File: src/phss_dummy_guard.sv
// Intentionally empty compile unit
`timescale 1ns/100ps
`default_nettype none
`default_nettype wire

File: src/phss_pkg.sv
// Shared constants, enumerations and carriers of the purge and heating sequencer
package phss_pkg;

  // System clock and time base
  localparam int unsigned SYS_CLK_HZ = 50_000_000;
  localparam int unsigned PURGE_TIME_MIN = 6;
  localparam int unsigned PERIOD_TIME_H = 24;
  localparam int unsigned WARM_HOLD_MIN = 4;
  localparam int unsigned STARTUP_TIME_S = 2;
  localparam int unsigned PURGE_TIME_S = PURGE_TIME_MIN * 60;
  localparam int unsigned PERIOD_TIME_S = PERIOD_TIME_H * 3600;
  localparam int unsigned WARM_HOLD_S = WARM_HOLD_MIN * 60;

  // Register word addresses
  localparam logic [15:0] ADDR_CONFIG = 16'h0300;
  localparam logic [15:0] ADDR_COMMAND = 16'h0301;
  localparam logic [15:0] ADDR_STATUS = 16'h0302;
  localparam logic [15:0] ADDR_EXT_TEMP = 16'h0334;

  // Configuration word fields
  localparam int unsigned CFG_LED_EN_BIT = 0;
  localparam int unsigned CFG_COND_EN_BIT = 1;
  localparam int unsigned CFG_PROBE_EN_BIT = 2;
  // Command word fields
  localparam int unsigned CMD_PURGE_BIT = 0;
  localparam int unsigned CMD_EXT_CLR_BIT = 1;

  // Values after reset
  localparam logic CFG_LED_EN_RST = 1'b1;
  localparam logic CFG_COND_EN_RST = 1'b0;
  localparam logic CFG_PROBE_EN_RST = 1'b0;
  localparam logic [15:0] EXT_TEMP_RST = 16'h0000;

  // Fitted sensor variant
  typedef enum logic [1:0] {
    VAR_PURGE_ONCE = 2'b00,
    VAR_PURGE_DAILY = 2'b01,
    VAR_OIL = 2'b10
  } phss_variant_t;

  typedef enum logic [1:0] {
    ST_BOOT = 2'b00,
    ST_IDLE = 2'b01,
    ST_PURGE = 2'b10
  } phss_state_t;

  // Decoded register access from the Modbus front end
  typedef struct packed {
    logic wr;
    logic rd;
    logic [15:0] addr;
    logic [15:0] wdata;
  } phss_mb_req_t;

  // Whole state of the sequencer
  typedef struct packed {
    phss_state_t state;
    logic [31:0] pre_cnt;
    logic [31:0] sec_tmr;
    logic [31:0] period_tmr;
    logic [31:0] hold_tmr;
    logic blink;
    logic contact_prev;
    logic led_en;
    logic cond_en;
    logic probe_en;
    logic ext_valid;
    logic [15:0] ext_temp;
    logic warm_prev;
    logic purge_heat;
    logic sensor_warm;
    logic probe_heat;
    logic heat_boost;
    logic meas_valid;
    logic dp_valid;
    logic temp_valid;
    logic hold_out;
    logic led_green;
    logic led_red;
    logic rd_valid;
    logic [15:0] rdata;
  } phss_st_t;

endpackage : phss_pkg

File: src/phss_seq.sv
// Purge, warming and status LED sequencer with its Modbus register file
`timescale 1ns/100ps
`default_nettype none

module phss_seq #(
  parameter int unsigned CLK_PER_SEC = phss_pkg::SYS_CLK_HZ,
  parameter int unsigned PURGE_S = phss_pkg::PURGE_TIME_S,
  parameter int unsigned PERIOD_S = phss_pkg::PERIOD_TIME_S,
  parameter int unsigned WARM_HOLD_SEC = phss_pkg::WARM_HOLD_S,
  parameter int unsigned STARTUP_S = phss_pkg::STARTUP_TIME_S,
  parameter logic COND_EN_RST = phss_pkg::CFG_COND_EN_RST
) (
  // Clock and reset
  input wire logic sys_clk,
  input wire logic nrst,
  // Modbus register access
  input wire phss_pkg::phss_mb_req_t mb_req,
  input wire logic mb_active,
  output logic mb_rd_valid,
  output logic [15:0] mb_rdata,
  // Module condition
  input wire phss_pkg::phss_variant_t variant,
  input wire logic error_in,
  input wire logic supply_ok,
  input wire logic purge_contact,
  input wire logic warm_needed,
  input wire logic dewpoint_near,
  // Heater controls
  output logic purge_heat_on,
  output logic sensor_warm_on,
  output logic probe_heat_on,
  output logic heat_boost,
  // Output availability
  output logic meas_valid,
  output logic dp_valid,
  output logic temp_valid,
  output logic hold_outputs,
  // Status LED
  output logic led_green,
  output logic led_red
);

  phss_pkg::phss_st_t s_q;
  phss_pkg::phss_st_t s_d;
  logic tick;
  logic start_req;
  logic can_purge;
  logic period_due;
  logic warming;

  always_comb
  begin
    s_d = s_q;
    tick = (s_q.pre_cnt == 32'(CLK_PER_SEC - 1));
    can_purge = (variant != phss_pkg::VAR_OIL);
    period_due = tick && (variant == phss_pkg::VAR_PURGE_DAILY) &&
                 (s_q.period_tmr == 32'(PERIOD_S - 1));
    start_req = 1'b0;
    s_d.pre_cnt = tick ? 32'h0000_0000 : s_q.pre_cnt + 32'h0000_0001;
    if (tick)
    begin
      s_d.blink = ~s_q.blink;
    end
    s_d.contact_prev = purge_contact;

    // Register writes
    if (mb_req.wr)
    begin
      case (mb_req.addr)
        phss_pkg::ADDR_CONFIG:
        begin
          s_d.led_en = mb_req.wdata[phss_pkg::CFG_LED_EN_BIT];
          s_d.cond_en = mb_req.wdata[phss_pkg::CFG_COND_EN_BIT];
          s_d.probe_en = mb_req.wdata[phss_pkg::CFG_PROBE_EN_BIT];
        end
        phss_pkg::ADDR_COMMAND:
        begin
          start_req = mb_req.wdata[phss_pkg::CMD_PURGE_BIT];
          if (mb_req.wdata[phss_pkg::CMD_EXT_CLR_BIT])
          begin
            s_d.ext_valid = 1'b0;
          end
        end
        phss_pkg::ADDR_EXT_TEMP:
        begin
          s_d.ext_temp = mb_req.wdata;
          s_d.ext_valid = 1'b1;
        end
        default:
        begin
          s_d.ext_valid = s_q.ext_valid;
        end
      endcase
    end
    if (purge_contact && !s_q.contact_prev)
    begin
      start_req = 1'b1;
    end

    // Register reads, one cycle later, unmapped reads as zero
    s_d.rd_valid = mb_req.rd;
    if (mb_req.rd)
    begin
      case (mb_req.addr)
        phss_pkg::ADDR_CONFIG:
          s_d.rdata = {13'h0000, s_q.probe_en, s_q.cond_en, s_q.led_en};
        phss_pkg::ADDR_STATUS:
          s_d.rdata = {8'h00, s_q.ext_valid, s_q.temp_valid, s_q.dp_valid, s_q.meas_valid,
                       s_q.probe_heat, s_q.sensor_warm, s_q.purge_heat, error_in};
        phss_pkg::ADDR_EXT_TEMP:
          s_d.rdata = s_q.ext_temp;
        default:
          s_d.rdata = 16'h0000;
      endcase
    end

    // Daily schedule runs from the end of power-up
    if (s_q.state != phss_pkg::ST_BOOT && tick)
    begin
      s_d.period_tmr = period_due ? 32'h0000_0000 : s_q.period_tmr + 32'h0000_0001;
    end

    // Sequencer; the automatic schedule has no disable bit
    case (s_q.state)
      phss_pkg::ST_BOOT:
      begin
        if (tick)
        begin
          s_d.sec_tmr = s_q.sec_tmr + 32'h0000_0001;
        end
        if (tick && s_q.sec_tmr == 32'(STARTUP_S - 1))
        begin
          s_d.sec_tmr = 32'h0000_0000;
          s_d.state = can_purge ? phss_pkg::ST_PURGE : phss_pkg::ST_IDLE;
        end
      end
      phss_pkg::ST_IDLE:
      begin
        if ((start_req || period_due) && can_purge)
        begin
          s_d.sec_tmr = 32'h0000_0000;
          s_d.state = phss_pkg::ST_PURGE;
        end
      end
      phss_pkg::ST_PURGE:
      begin
        // New requests fall through unused here
        if (tick)
        begin
          s_d.sec_tmr = s_q.sec_tmr + 32'h0000_0001;
        end
        if (tick && s_q.sec_tmr == 32'(PURGE_S - 1))
        begin
          s_d.sec_tmr = 32'h0000_0000;
          s_d.state = phss_pkg::ST_IDLE;
        end
      end
      default:
      begin
        s_d.state = phss_pkg::ST_IDLE;
      end
    endcase

    // Heaters
    s_d.purge_heat = (s_q.state == phss_pkg::ST_PURGE);
    s_d.sensor_warm = s_q.cond_en && warm_needed && (s_q.state == phss_pkg::ST_IDLE);
    s_d.probe_heat = s_q.cond_en && s_q.probe_en && supply_ok;
    s_d.heat_boost = s_q.cond_en && s_q.probe_en && supply_ok && dewpoint_near;

    // Warming hold-off after the sensor warming stops
    warming = s_q.sensor_warm || s_q.probe_heat;
    s_d.warm_prev = s_q.sensor_warm;
    if (s_q.sensor_warm)
    begin
      s_d.hold_tmr = 32'h0000_0000;
    end
    else if (s_q.warm_prev)
    begin
      s_d.hold_tmr = 32'(WARM_HOLD_SEC);
    end
    else if (tick && s_q.hold_tmr != 32'h0000_0000)
    begin
      s_d.hold_tmr = s_q.hold_tmr - 32'h0000_0001;
    end

    // Output availability
    s_d.meas_valid = (s_q.state == phss_pkg::ST_IDLE);
    s_d.hold_out = (s_q.state != phss_pkg::ST_IDLE);
    s_d.dp_valid = (s_q.state == phss_pkg::ST_IDLE);
    s_d.temp_valid = (s_q.state == phss_pkg::ST_IDLE) &&
                     (s_q.ext_valid || (!warming && !s_q.warm_prev &&
                      s_q.hold_tmr == 32'h0000_0000));

    // Status LED
    if (!s_q.led_en)
    begin
      s_d.led_green = 1'b0;
      s_d.led_red = 1'b0;
    end
    else if (error_in)
    begin
      s_d.led_green = 1'b0;
      s_d.led_red = 1'b1;
    end
    else if (s_q.state == phss_pkg::ST_BOOT || mb_active)
    begin
      s_d.led_green = s_q.blink;
      s_d.led_red = 1'b0;
    end
    else
    begin
      s_d.led_green = 1'b1;
      s_d.led_red = 1'b0;
    end
  end

  always_ff @(posedge sys_clk)
  begin
    if (!nrst)
    begin
      s_q <= '0;
      s_q.state <= phss_pkg::ST_BOOT;
      s_q.led_en <= phss_pkg::CFG_LED_EN_RST;
      s_q.cond_en <= COND_EN_RST;
      s_q.probe_en <= phss_pkg::CFG_PROBE_EN_RST;
      s_q.ext_temp <= phss_pkg::EXT_TEMP_RST;
    end
    else
    begin
      s_q <= s_d;
    end
  end

  assign mb_rd_valid = s_q.rd_valid;
  assign mb_rdata = s_q.rdata;
  assign purge_heat_on = s_q.purge_heat;
  assign sensor_warm_on = s_q.sensor_warm;
  assign probe_heat_on = s_q.probe_heat;
  assign heat_boost = s_q.heat_boost;
  assign meas_valid = s_q.meas_valid;
  assign dp_valid = s_q.dp_valid;
  assign temp_valid = s_q.temp_valid;
  assign hold_outputs = s_q.hold_out;
  assign led_green = s_q.led_green;
  assign led_red = s_q.led_red;
endmodule : phss_seq

`default_nettype wire

File: config.mk
export PLATFORM = sky130hd
export DESIGN_NAME = phss_seq
export DESIGN_NICKNAME = d
export VERILOG_FILES = /design/src/phss_dummy_guard.sv /design/src/phss_pkg.sv /design/src/phss_seq.sv
export SDC_FILE = /design/constraint.sdc
export NUM_CORES = 1
export LEC_CHECK = 0
export ABC_AREA = 1
export BUFFER_PORTS_ARGS = -buffer_cell sky130_fd_sc_hd__clkbuf_2
export CAP_MARGIN = 20
export CORE_MARGIN = 10
export CORE_UTILIZATION = 50
export DETAILED_ROUTE_END_ITERATION = 10
export GPL_ROUTABILITY_DRIVEN = 0
export PLACE_DENSITY = 0.68
export SETUP_SLACK_MARGIN = 0.3
export SYNTH_ARGS = -nofsm -noshare
export SYNTH_HDL_FRONTEND = slang
export SYNTH_SLANG_ARGS = --single-unit
File: constraint.sdc
create_clock -name sys_clk -period 5.3 [get_ports sys_clk]
set_clock_uncertainty 0.15 [all_clocks]
set_input_delay 0 -clock sys_clk [delete_from_list [all_inputs] [get_ports sys_clk]]
set_output_delay 0 -clock sys_clk [all_outputs]
set_load 0.02 [all_outputs]
==> summary.md <==
| Metric | Value |
|---|---|
| Critical-path maximum fanout | 51 |
| Cell variety after synth | 48 |
| CP arrival | 3.04 ns |
| Unrepaired setup endpoints after global routing | no |
| Global routing usage on met3 | 3.72% |
| GR Layer Usage met1 | 26.0% |
| Largest net degree at the start of global routing | 67 |
| Pwr/cell area | 266 nW/um^2 |
| CTS Buf Count | 17 |
| Min-Delay Path Depth | 7 |
| Worst hold path endpoint | s_q[44]$_SDFFE_PN0P_ |
| Yosys warns | 0 |
| Worst-Margin Slew | 0.962 ns |
| R2r setup slk | 2.44 ns |
| Die boundary height | 166 um |
| R2R Path Start | s_q[146]$_SDFF_PP0_ |
| Routed WL | 28.7 mm |
| Slew headroom | 35.8% |
| CTS resizes | 0 |
| Ys async rst share | 0% |
| Clock Latency Late Sink | 0.44 ns |
| Number of flip-flops in the largest register | 153 |
| Worst-case vdd ir drop | 0.217 mV |
| Clock Path Buffers | 2 |
| Synth Net Count | 1786 |
| Initial antenna violation count | 1 |
| Status | complete, no violations |
| Startpoint type of the worst setup path | flip-flop |
| Number of maximum-capacitance violations | 0 |
| Kind of end point of the critical path | flip-flop |
| I/O Buffers | 70 |
| CTS clk-pin slew, worst paths | 0.07 ns |
| Starting DRT DRC Count | 828 |
| Final nets | 1850 |
| Layout cells sized above 1 | 8.51% |
| Sequential area share after synthesis | 33.5% |
| WL/cell | 13.8 um |
| Total track usage | 20.5% |
| CTS Hold Bufs | 36 |
| Critical Path Most Common Cell | nand2_1 |
| Largest Register | s_q |
| Std-Cell Rows | 53 |
| Final hold viol count | 0 |
| Grt ovf | 0 |
| Period utilization | 54.0% |
| Fmax | 0.350 GHz |
| Post-DR vias/cell | 5.12 |
| Avg Cell Area, Syn | 6.17 um^2 |
| Routed Antenna Nets | 0 |
| Clock Tree Root | clkbuf_16 |
| Final WS setup | 2.44 ns |
| Met2 Track Usage GR | 34.6% |
| Power consumption | 3.19 mW |
| Fin crit period | 2.86 ns |
| Crit path largest cell delay | 0.45 ns |
| Number of synthesized flops with an enable pin | 0 |
| Clk sinks | 179 |
| Hpwl dp | 21.3 mm |
| R2R Path End | s_q[133]$_SDFFE_PN0P_ |
| Synth Instances | 1733 |
| Drt drc | 0 |
| Synth-to-Final Area Change | 12.0% |
| Main synth FF type | dfxtp_1 |
| First-pass GRT wire length | 48.4 mm |
| FF-to-FF path depth | 15 |
| Top-level I/O count | 71 |
| Slew Viols, Final | 0 |
| Critical Path Slowest Stage Cell | nand2_1 |
| TNS Setup | 0 ns |
| Leakage | 5.07 nW |
| Kind of critical path | reg2reg |
| CP Cell Sequence | ha_1, nand2_2, inv_1, nand2_1, nor2_1, nand2_1, nor2_4, buf_4, nand2_1, nand3_1, nand2_1, nand2_1, nand3_1, nand2_1, nor2_1 |
| Hold crit path type | in2reg |
| CTS tree | built |
| Post-CTS Setup Inserts | 0 |
| Routed vias | 10668 |
| Final core utilization | 57.0% |
| Htree depth | 4 |
| Grt peak-use layer | met2 |
| Number of detailed-route iterations in the first pass | 8 |
| Die Footprint | 27600 um^2 |
| Die width | 166 um |
| Area of the core | 21000 um^2 |
| Syn Std Cell Area | 10700 um^2 |
| FF+latch count, synth | 179 |
| Pre-CTS WS | 2.40 ns |
| Hold_sp | mb_req[28] |
| Worst EP required | 5.48 ns |
| Setup violators final | 0 |
| Starting density of the core | 50.9% |
| Vias in the first global route | 10007 |
critical path, delay by kind of cell (launching register included):
family	cells	cell delay (ns)
and+or+nand+nor	12	1.54
DFF	1	0.36
buffers and inverters	2	0.49
adders and majority gates	1	0.19
layer usage:
| layer | vias up | part of all wire (%) |
|---|---|---|
| li1 | 5640 | - |
| met1 | 4739 | 46 |
| met3 | 41 | 4.7 |
| met5 | - | 0 |
| met2 | 248 | 47 |
| met4 | 0 | 1.9 |
cell usage after synthesis, types with 3 or more instances:
library cell / n / area (um^2)
o21ai_0: 62 / 310
nand4_1: 32 / 200
buf_2: 11 / 55.1
nand3b_1: 6 / 45.0
buf_4: 20 / 150
o21bai_1: 3 / 22.5
o211ai_1: 9 / 67.6
inv_2: 11 / 41.3
inv_1: 171 / 642
nor2_2: 7 / 43.8
nor2_1: 333 / 1250
clkinv_1: 4 / 15.0
xnor2_1: 19 / 166
nor4_1: 12 / 75.1
dfxtp_1: 179 / 3580
o21ai_1: 3 / 15.0
nor3_1: 33 / 165
a31oi_1: 3 / 18.8
ha_1: 9 / 113
buf_6: 5 / 56.3
nand2_1: 462 / 1730
nor2_4: 4 / 45.0
nand3_1: 118 / 591
or2_2: 11 / 68.8
buf_1: 3 / 11.3
a21oi_1: 121 / 606
o22ai_1: 3 / 18.8
clkbuf_1: 24 / 90.1
o21a_1: 6 / 45.0
nand2_2: 6 / 37.5
xor2_1: 20 / 175
stage by stage:
stage | hold WS [ns] | cell area [um^2] | instances
after global routing | 0.0488 | 12000 | 2085
final | 0.0156 | 12000 | 2085
after detailed placement | 0.0807 | 11000 | 2016
after floorplan | -0.0710 | 10700 | 1733
after global placement | 0.0732 | 11000 | 2016
after CTS | 0.00731 | 12000 | 2083
cell type report:
cell class,count,area [um^2]
Multi-Input combinational cell,1302,6030
Timing Repair Buffer,109,741
Antenna cell,1,2.50
Clock inverter,14,139
Fill cell,2129,9040
Inverter,188,713
Sequential cell,179,3580
Clock buffer,17,425
Tap cell,275,344
placed cells by master (no fill, tap or decap), types with 4 or more instances in the layout:
master         instances
nor2_4                 4
xor2_1                20
nor4_1                12
nand4_1               32
ha_1                   9
inv_1                171
o21a_1                 6
nand2_2                6
inv_6                  6
xnor2_1               19
o21ai_0               62
nand2_1              462
clkinv_1               4
o211ai_1               9
clkbuf_16             17
nor2_2                 7
nand3b_1               6
dfxtp_1              179
nor2_1               333
dlygate4sd3_1         36
a21oi_1              121
or2_2                 11
nor3_1                33
inv_2                 11
nand3_1              118
clkbuf_2              70
power by group:
group / total [mW] / switching (mW) / internal, mW
Clock: 1.23 / 0.612 / 0.622
Combinational: 0.481 / 0.313 / 0.169
Sequential: 1.47 / 0.0750 / 1.40
Total: 3.19 / 1.00 / 2.19
logic make-up after synthesis:
logic type / count (synthesis) / synth area share, %
simple gates: 1037 / 41.1
buf+inv: 252 / 10.1
compound gates: 217 / 11.0
flops: 179 / 33.5
xor+xnor: 39 / 3.19
fa+ha+maj: 9 / 1.05
worst max-delay path by stage:
| stage | start | endpoint | slack (ns) | cells after the start |
|---|---|---|---|---|
| 2_1_floorplan | s_q[146]$_SDFF_PP0_ | s_q[92]$_SDFFE_PN0P_ | 3.27 | 15 |
| 3_3_place_gp | s_q[146]$_SDFF_PP0_ | s_q[142]$_SDFFE_PN0P_ | 2.45 | 15 |
| 3_5_place_dp | s_q[146]$_SDFF_PP0_ | s_q[137]$_SDFFE_PN0P_ | 2.40 | 15 |
| 4_1_cts | s_q[146]$_SDFF_PP0_ | s_q[142]$_SDFFE_PN0P_ | 2.38 | 15 |
| 5_1_grt | s_q[146]$_SDFF_PP0_ | s_q[133]$_SDFFE_PN0P_ | 2.06 | 15 |
| 6_report | s_q[146]$_SDFF_PP0_ | s_q[133]$_SDFFE_PN0P_ | 2.44 | 15 |
Power figures use the tool's default switching activity.
